<file path="src/inc/avb_tx_pkg.sv">
package avb_tx_pkg;

   // stream byte width and buffer depth
   localparam int AVB_DATA_W = 8;
   localparam int FIFO_DEPTH = 16;

   // clock rates in MHz
   localparam int SYS_CLK_MHZ = 125;
   localparam int RATE_1G_MHZ = 125;
   localparam int RATE_100M_MHZ = 25;

   // divider for the slow interface clock, in system cycles
   localparam logic [2:0] DIV_100M = 3'(SYS_CLK_MHZ / RATE_100M_MHZ);
   // system cycles per divided period that the clock stays high
   localparam logic [2:0] DIV_HIGH = 3'h2;
   // values after reset
   localparam logic [2:0] CNT_RESET = 3'h0;
   localparam logic [AVB_DATA_W-1:0] DATA_RESET = 8'h00;

   // one byte of a frame with its side flags
   typedef struct packed {
      logic user;
      logic last;
      logic [AVB_DATA_W-1:0] data;
   } avb_byte_type;

   localparam int BYTE_W = $bits(avb_byte_type);

   // stream acceptance states
   typedef enum logic [1:0] {
      ST_IDLE,
      ST_WAIT,
      ST_STREAM
   } avb_state_type;

   // which source owns the mac transmit port
   typedef enum logic [1:0] {
      OWN_NONE,
      OWN_AVB,
      OWN_LEG
   } owner_type;

endpackage

</file>
<file path="src/avb_tx_byte_stream.sv">
`timescale 1ns/1ps
module avb_tx_byte_stream #(
   parameter int FIFO_DEPTH = avb_tx_pkg::FIFO_DEPTH
) (
   // clock and reset
   input wire logic i_clk_sys,
   input wire logic i_resetn,
   // line rate select from a pin
   input wire logic i_speed_1g,
   // stream from the framing logic
   output logic o_avb_aclk,
   output logic o_tready,
   input wire logic i_tvalid,
   input wire logic [avb_tx_pkg::AVB_DATA_W-1:0] i_tdata,
   input wire logic i_tlast,
   input wire logic i_tuser,
   // ordinary frames
   input wire logic i_leg_valid,
   input wire logic [avb_tx_pkg::AVB_DATA_W-1:0] i_leg_data,
   input wire logic i_leg_last,
   output logic o_leg_ready,
   // tri_mode_mac transmit port
   output logic o_mac_valid,
   output logic [avb_tx_pkg::AVB_DATA_W-1:0] o_mac_data,
   output logic o_mac_last,
   output logic o_mac_error,
   output logic o_mac_avb,
   input wire logic i_mac_ack
);

   localparam int LW = $clog2(FIFO_DEPTH+1);
   localparam logic [LW-1:0] LVL_FULL = LW'(FIFO_DEPTH);
   localparam logic [LW-1:0] LVL_ALMOST = LW'(FIFO_DEPTH-1);

   // rate select synchroniser
   logic spd_meta_r, spd_1g_r;
   // clock generator
   logic en_r, en_nxt;
   // buffer
   avb_tx_pkg::avb_byte_type fifo_in, fifo_out;
   logic fifo_in_ready, fifo_out_valid, fifo_pop;
   logic [LW-1:0] fifo_level;
   // stream acceptance
   avb_tx_pkg::avb_state_type state_r, state_nxt;
   logic tready_r, tready_nxt;
   logic take_avb, room_nxt;
   // mac side
   avb_tx_pkg::owner_type owner_r, owner_nxt;
   avb_tx_pkg::avb_byte_type mac_r, mac_nxt;
   logic mac_valid_r, mac_valid_nxt;
   logic mac_avb_r, mac_avb_nxt;
   logic started_r, started_nxt;
   logic last_avb_r, last_avb_nxt;
   logic leg_ready_r, leg_ready_nxt;
   logic take_leg, start_ack, can_load, load_avb, frame_done;

   // the pin is asynchronous, so two flops before any use
   always_ff @(posedge i_clk_sys or negedge i_resetn) begin
      if (!i_resetn) begin
         spd_meta_r <= 1'b0;
         spd_1g_r <= 1'b0;
      end else begin
         spd_meta_r <= i_speed_1g;
         spd_1g_r <= spd_meta_r;
      end
   end

   // interface clock and the byte enable that paces ready
   tx_clk_gen u_clk_gen (
      .i_clk_sys(i_clk_sys),
      .i_resetn(i_resetn),
      .i_gig(spd_1g_r),
      .o_aclk(o_avb_aclk),
      .o_en(en_r),
      .o_en_nxt(en_nxt)
   );

   // one byte wide entries, side flags travel beside the data
   always_comb begin
      fifo_in.user = i_tuser;
      fifo_in.last = i_tlast;
      fifo_in.data = i_tdata;
   end

   stream_fifo #(
      .WIDTH(avb_tx_pkg::BYTE_W),
      .DEPTH(FIFO_DEPTH)
   ) u_fifo (
      .i_clk_sys(i_clk_sys),
      .i_resetn(i_resetn),
      .i_valid(take_avb),
      .i_data(fifo_in),
      .o_ready(fifo_in_ready),
      .o_valid(fifo_out_valid),
      .o_data(fifo_out),
      .i_ready(fifo_pop),
      .o_level(fifo_level)
   );

   // a byte is taken on a ready cycle; the framing logic cannot stall
   assign take_avb = tready_r & i_tvalid & fifo_in_ready;
   // room for one more after this cycle's write; pops are ignored,
   // which costs a little headroom but never overfills
   assign room_nxt = take_avb ? (fifo_level < LVL_ALMOST)
                              : (fifo_level < LVL_FULL);
   // first byte of a frame leaves the mac port for the first time
   assign start_ack = i_mac_ack & mac_valid_r & mac_avb_r & ~started_r;

   // acceptance: ready only on enable cycles, low while the mac starts
   always_comb begin
      state_nxt = state_r;
      tready_nxt = 1'b0;
      case (state_r)
         avb_tx_pkg::ST_IDLE: begin
            tready_nxt = en_nxt & room_nxt;
            if (take_avb && !i_tlast) begin
               state_nxt = avb_tx_pkg::ST_WAIT;
               tready_nxt = 1'b0;
            end
         end
         avb_tx_pkg::ST_WAIT: begin
            if (start_ack) begin
               state_nxt = avb_tx_pkg::ST_STREAM;
               tready_nxt = en_nxt & room_nxt;
            end
         end
         avb_tx_pkg::ST_STREAM: begin
            tready_nxt = en_nxt & room_nxt;
            if (take_avb && i_tlast) begin
               state_nxt = avb_tx_pkg::ST_IDLE; // ready stays up for back to back
            end
         end
         default: begin
            state_nxt = avb_tx_pkg::ST_IDLE;
         end
      endcase
   end

   always_ff @(posedge i_clk_sys or negedge i_resetn) begin
      if (!i_resetn) begin
         state_r <= avb_tx_pkg::ST_IDLE;
         tready_r <= 1'b0;
      end else begin
         state_r <= state_nxt;
         tready_r <= tready_nxt;
      end
   end

   // the output register may refill as the mac takes its byte,
   // but never past the end of a frame
   assign can_load = ~mac_valid_r | (i_mac_ack & ~mac_r.last);
   assign load_avb = (owner_r == avb_tx_pkg::OWN_AVB) & fifo_out_valid &
                     can_load;
   assign take_leg = leg_ready_r & i_leg_valid;
   assign frame_done = i_mac_ack & mac_valid_r & mac_r.last;
   assign fifo_pop = load_avb;

   // arbitration: stream frames win, but an ordinary frame waiting
   // behind a stream frame gets the next turn so it cannot starve
   always_comb begin
      owner_nxt = owner_r;
      last_avb_nxt = last_avb_r;
      mac_nxt = mac_r;
      mac_valid_nxt = mac_valid_r;
      mac_avb_nxt = mac_avb_r;
      started_nxt = started_r;
      case (owner_r)
         avb_tx_pkg::OWN_NONE: begin
            if (fifo_out_valid && (!i_leg_valid || !last_avb_r)) begin
               owner_nxt = avb_tx_pkg::OWN_AVB;
            end else if (i_leg_valid) begin
               owner_nxt = avb_tx_pkg::OWN_LEG;
            end
         end
         avb_tx_pkg::OWN_AVB, avb_tx_pkg::OWN_LEG: begin
            if (frame_done) begin
               owner_nxt = avb_tx_pkg::OWN_NONE;
               last_avb_nxt = (owner_r == avb_tx_pkg::OWN_AVB);
            end
         end
         default: begin
            owner_nxt = avb_tx_pkg::OWN_NONE;
         end
      endcase
      if (i_mac_ack && mac_valid_r) begin
         mac_valid_nxt = 1'b0;
         if (mac_avb_r) begin
            started_nxt = ~mac_r.last;
         end
      end
      if (load_avb) begin
         mac_nxt = fifo_out; // user flag rides along, no abort
         mac_valid_nxt = 1'b1;
         mac_avb_nxt = 1'b1;
      end else if (take_leg) begin
         mac_nxt.data = i_leg_data;
         mac_nxt.last = i_leg_last;
         mac_nxt.user = 1'b0;
         mac_valid_nxt = 1'b1;
         mac_avb_nxt = 1'b0;
      end
      // ordinary bytes are offered one at a time into an empty register
      leg_ready_nxt = (owner_nxt == avb_tx_pkg::OWN_LEG) & ~mac_valid_nxt &
                      ~frame_done;
   end

   always_ff @(posedge i_clk_sys or negedge i_resetn) begin
      if (!i_resetn) begin
         owner_r <= avb_tx_pkg::OWN_NONE;
         last_avb_r <= 1'b0;
         mac_r <= '0;
         mac_valid_r <= 1'b0;
         mac_avb_r <= 1'b0;
         started_r <= 1'b0;
         leg_ready_r <= 1'b0;
      end else begin
         owner_r <= owner_nxt;
         last_avb_r <= last_avb_nxt;
         mac_r <= mac_nxt;
         mac_valid_r <= mac_valid_nxt;
         mac_avb_r <= mac_avb_nxt;
         started_r <= started_nxt;
         leg_ready_r <= leg_ready_nxt;
      end
   end

   // registered outputs
   assign o_tready = tready_r;
   assign o_leg_ready = leg_ready_r;
   assign o_mac_valid = mac_valid_r;
   assign o_mac_data = mac_r.data;
   assign o_mac_last = mac_r.last;
   assign o_mac_error = mac_r.user;
   assign o_mac_avb = mac_avb_r;
endmodule

</file>
<file path="src/stream_fifo.sv">
`timescale 1ns/1ps
module stream_fifo #(
   parameter int WIDTH = avb_tx_pkg::BYTE_W,
   parameter int DEPTH = avb_tx_pkg::FIFO_DEPTH
) (
   // clock and reset
   input wire logic i_clk_sys,
   input wire logic i_resetn,
   // fill side
   input wire logic i_valid,
   input wire logic [WIDTH-1:0] i_data,
   output logic o_ready,
   // drain side
   output logic o_valid,
   output logic [WIDTH-1:0] o_data,
   input wire logic i_ready,
   // fill level
   output logic [$clog2(DEPTH+1)-1:0] o_level
);

   localparam int AW = $clog2(DEPTH);
   localparam int LW = $clog2(DEPTH+1);
   localparam logic [AW-1:0] PTR_LAST = AW'(DEPTH-1);
   localparam logic [LW-1:0] LVL_FULL = LW'(DEPTH);

   logic [WIDTH-1:0] mem_r [DEPTH];
   logic [AW-1:0] wr_ptr_r, wr_ptr_nxt;
   logic [AW-1:0] rd_ptr_r, rd_ptr_nxt;
   logic [LW-1:0] level_r, level_nxt;
   logic push, pop;

   // honest flags straight from the level
   assign o_ready = (level_r != LVL_FULL);
   assign o_valid = (level_r != '0);
   assign o_data = mem_r[rd_ptr_r];
   assign o_level = level_r;
   assign push = i_valid & o_ready;
   assign pop = o_valid & i_ready;

   // pointer wrap works for any depth, not only powers of two
   always_comb begin
      wr_ptr_nxt = wr_ptr_r;
      rd_ptr_nxt = rd_ptr_r;
      level_nxt = level_r;
      if (push) begin
         wr_ptr_nxt = (wr_ptr_r == PTR_LAST) ? '0 : AW'(wr_ptr_r + 1'b1);
      end
      if (pop) begin
         rd_ptr_nxt = (rd_ptr_r == PTR_LAST) ? '0 : AW'(rd_ptr_r + 1'b1);
      end
      if (push && !pop) begin
         level_nxt = LW'(level_r + 1'b1);
      end else if (pop && !push) begin
         level_nxt = LW'(level_r - 1'b1);
      end
   end

   // reset empties the buffer, dropping any half frame
   always_ff @(posedge i_clk_sys or negedge i_resetn) begin
      if (!i_resetn) begin
         wr_ptr_r <= '0;
         rd_ptr_r <= '0;
         level_r <= '0;
      end else begin
         wr_ptr_r <= wr_ptr_nxt;
         rd_ptr_r <= rd_ptr_nxt;
         level_r <= level_nxt;
      end
   end

   // storage needs no reset, the level guards it
   always_ff @(posedge i_clk_sys) begin
      if (push) begin
         mem_r[wr_ptr_r] <= i_data;
      end
   end

endmodule

</file>
<file path="src/tx_clk_gen.sv">
`timescale 1ns/1ps
module tx_clk_gen (
   // clock and reset
   input wire logic i_clk_sys,
   input wire logic i_resetn,
   // synchronised rate select
   input wire logic i_gig,
   // derived clock and byte enable
   output logic o_aclk,
   output logic o_en,
   output logic o_en_nxt
);

   logic [2:0] cnt_r, cnt_nxt;
   logic phase_r, phase_nxt;
   logic aclk_r, aclk_nxt;
   logic en_r;
   logic wrap;

   // divide by five for 25 MHz; enable on every other divided cycle
   always_comb begin
      wrap = (cnt_r == 3'(avb_tx_pkg::DIV_100M - 3'h1));
      cnt_nxt = wrap ? avb_tx_pkg::CNT_RESET : 3'(cnt_r + 3'h1);
      phase_nxt = wrap ? ~phase_r : phase_r;
      aclk_nxt = (cnt_nxt < avb_tx_pkg::DIV_HIGH);
      o_en_nxt = i_gig | (wrap & phase_r);
   end

   always_ff @(posedge i_clk_sys or negedge i_resetn) begin
      if (!i_resetn) begin
         cnt_r <= avb_tx_pkg::CNT_RESET;
         phase_r <= 1'b0;
         aclk_r <= 1'b0;
         en_r <= 1'b0;
      end else begin
         cnt_r <= cnt_nxt;
         phase_r <= phase_nxt;
         aclk_r <= aclk_nxt;
         en_r <= o_en_nxt;
      end
   end

   // at 1 Gb/s the interface clock is the system clock itself
   assign o_aclk = i_gig ? i_clk_sys : aclk_r;
   assign o_en = en_r;
endmodule

</file>
<file path="config.mk">
export PLATFORM = sky130hd
export DESIGN_NAME = avb_tx_byte_stream
export DESIGN_NICKNAME = d
export VERILOG_FILES = /design/src/inc/avb_tx_pkg.sv /design/src/avb_tx_byte_stream.sv /design/src/stream_fifo.sv /design/src/tx_clk_gen.sv
export SDC_FILE = /design/constraint.sdc
export NUM_CORES = 1
export LEC_CHECK = 0
export BUFFER_PORTS_ARGS = -buffer_cell sky130_fd_sc_hd__buf_2
export CAP_MARGIN = 20
export CORE_MARGIN = 2
export CORE_UTILIZATION = 35
export CTS_BUF_LIST = sky130_fd_sc_hd__clkbuf_2 sky130_fd_sc_hd__clkbuf_4 sky130_fd_sc_hd__clkbuf_8
export DETAILED_ROUTE_END_ITERATION = 7
export GPL_TIMING_DRIVEN = 0
export SLEW_MARGIN = 15
export SYNTH_ARGS = -nofsm -noshare
export SYNTH_HDL_FRONTEND = slang
export SYNTH_SLANG_ARGS = --single-unit
export TNS_END_PERCENT = 5
</file>
<file path="constraint.sdc">
create_clock -name i_clk_sys -period 2.89 [get_ports i_clk_sys]
set_clock_uncertainty 0.2 [all_clocks]
set_input_delay 0.578 -clock i_clk_sys [delete_from_list [all_inputs] [get_ports i_clk_sys]]
set_output_delay 0.578 -clock i_clk_sys [all_outputs]
set_load 0.1 [all_outputs]
</file>
==> impl_metrics.py <==
metrics = {
    "status": {
        "outcome": "finished clean",
    },
    "routing": {
        "vias": 4601,
        "routed_via_density": 5.08,
        "drtIter0Drc": 309,
        "dr.pass1.iters": 5,
        "wl_per_cell_um": 19.9,
        "drc": 0,
        "drt_wl_total_um": 18100,
        "ant_nets": 0,
    },
    "yosys": {
        "synthAdderAreaFrac": 0.0252,
        "yosys_warnings": 0,
        "synth-edff-count": 160,
        "yosysUniqueCellTypes": 47,
        "synth-xor-area-share": 0.00745,
        "synth_seq_area_share": 0.705,
        "avgSynthCellArea_um2": 16.6,
        "synth_nets": 537,
        "syn_inst": 496,
        "synth_seq_cells": 200,
        "async_flop_share": 0.200,
        "yosys.area_share.simple": 0.0559,
        "syn_area_um2": 8230,
        "synth-compound-area-share": 0.0576,
        "synth_ff_type": "edfxtp_1",
        "synthMuxAreaShare": 0.127,
        "synth_top_family_by_area": "multiplexers",
    },
    "floorplan": {
        "die_y_um": 157,
        "core-area_um2": 23300,
        "die_w_um": 157,
        "pin_count": 40,
        "dieArea_um2": 24800,
        "initial_core_util": 0.354,
        "rows": 56,
    },
    "layout": {
        "diodes": 0,
        "nNetsFinal": 614,
        "post_layout_nonfiller_instances": 905,
        "area_delta_synth_final_pct": 15.3,
        "multi_input_area_um2": 2310,
        "regArea_um2": 5810,
        "final_layout_size_suffix_gt1_frac": 0.341,
        "fillCellCount": 2122,
    },
    "grt": {
        "grt_antenna_before_repair": 0,
        "grt_max_degree": 41,
        "grt_pass1_vias": 4823,
        "grt_pass1_wl_um": 27200,
        "grt_usage": 0.153,
        "grt_overflow": 0,
    },
    "pwr": {
        "power_frac_comb": 0.395,
        "leakagePower_uw": 0.00333,
        "power_switching_uw": 3650,
        "p_per_area_nw_per_um2": 967,
        "p_seq_frac": 0.392,
        "total_power_uw": 9170,
        "clkPwrFrac": 0.213,
        "vdd_drop_max_uv": 411,
        "switching_share": 0.398,
        "intPower_uw": 5520,
    },
    "sta": {
        "hold_slack_ns": 0.0796,
        "setup_tns_ns": 0,
        "min_period_ns": 2.87,
        "rsz0062_at_grt": "yes",
        "finalHoldViolations": 0,
        "finalCritPeriodShare": 0.991,
        "slew_violations": 0,
        "fmax_ghz": 0.352,
        "worst_slack_ns": 0.0249,
        "finalSetupViolCount": 0,
        "slew_headroom": 0.295,
        "tightest_slew_ns": 1.05,
    },
    "clock_tree": {
        "worstSkewPairLatency_ns": 0.58,
        "cts_tree": "done",
        "path_clk_slew_ns": 0.10,
    },
    "hold_path": {
        "worstHoldPathType": "in2reg",
    },
    "place": {
        "port_buffers": 39,
        "dpl.hpwl_um": 12000,
        "dpl_worst_slack_ns": -0.230,
        "gp_congestion": 0.796,
        "dp.cells": 860,
    },
    "worst_setup_path": {
        "worstSetupEndpointType": "output pin",
        "worstPathArrival_ns": 2.09,
        "start_kind": "clock port",
        "critPathRequiredTime_ns": 2.11,
        "path_class": "clk2out",
        "critPathMaxFanout": 2,
    },
    "flow_run": {
        "cap_violations": 0,
    },
}
placed cells by master (no fill, tap or decap), drive strengths merged, types with 4 or more instances in the layout:
cell,n
nand2b,4
dfrtp,40
a21oi,16
nand2,23
edfxtp,160
inv,21
mux2i,10
mux2,40
ha,15
clkbuf,21
buf,75
xnor2,6
nor3,18
a21o,4
nor2,29
mux4,22
o21ai,9
clkinv,6
o22ai,28
nand3,6
flip-flops by register name, summed over array words and instances (netlist names), 2 cells and up:
name,count
owner_r,2
u_clk_gen.cnt_r,3
state_r,2
o_mac_data,8
u_fifo.rd_ptr_r,4
u_fifo.wr_ptr_r,4
u_fifo.o_level,5
u_fifo.mem_r,160
path summary, 6_finish.rpt:
kind                                   start                 to  slack (ns)  depth (start not counted)
max                                i_clk_sys         o_avb_aclk        0.02                          4
min                                i_mac_ack        o_mac_valid        0.08                          2
max reg2reg                u_fifo.o_level[2]  u_fifo.o_level[4]        0.05                         10
min reg2reg                       spd_meta_r           spd_1g_r        0.16                          0
max in group asynchronous           i_resetn  u_fifo.o_level[0]        1.37                          2
min in group asynchronous           i_resetn      o_mac_data[3]        0.47                          2
metrics by stage:
step | cell area [µm²] | util
finish | 9490 | 0.408
global route | 9490 | 0.408
CTS | 9460 | 0.407
detailed placement | 8940 | 0.384
global placement | 8850 | 0.381
floorplan | 8260 | -
routing by layer:
metal  GRT usage  part of all wire  up-vias
met1       0.188              0.43     2399
li1            -                 -     2078
met2       0.265              0.52      105
met3      0.0341             0.033       19
met5           0                 0        -
met4      0.0519             0.014        0
area by class of cell:
| cell class | instances | area share |
|---|---|---|
| clock buffer | 21 | 0.0314 |
| clock inverter | 15 | 0.0161 |
| buffer | 22 | 0.0129 |
| multi-input combinational | 260 | 0.244 |
| sequential | 200 | 0.612 |
| inverter | 13 | 0.00514 |
| tap | 319 | 0.0421 |
| timing repair buffer | 55 | 0.0364 |
worst max-delay path, cell delays in order:
cell,delay (ns)
buf_8,0.10
buf_8,0.10
mux2_4,0.27
buf_12,0.17
synth_stat cells, drive strengths merged, types with 9 or more instances:
library cell    n  area, µm²
nor3           18       95.1
o22ai          28        175
a21oi          16        110
mux4           22        495
inv            13       48.8
nand2          23       86.3
mux2           40        450
ha             15        188
mux2i          10        100
o21ai           9       45.0
nor2           29        109
dfrtp          40       1000
buf            20        119
edfxtp        160       4800
cells by family after synthesis:
group / count (synthesis)
muxes: 72
buffers and inverters: 36
adders and majority gates: 16
and+or+nand+nor: 95
xor gates and xnor gates: 7
DFF: 200
AOI/OAI and AO/OA: 70
power by group through the flow:
stage	logic [µW]	clock network (µW)	registers (µW)
2_1_floorplan	2090	65.2	4210
6_report	3620	1960	3600
5_1_grt	3920	2100	3620
3_5_place_dp	3550	70.5	3670
4_1_cts	3650	1990	3590
3_3_place_gp	3440	70.5	3660
repair_timing:
item,CTS,global route
hold endpoints to repair,41,0
endpoints found under the setup margin,23,22
hold buffers,2,0
pin swaps,1,1
resized for setup,12,4
setup buffers,6,0
Power figures use the tool's default switching activity.
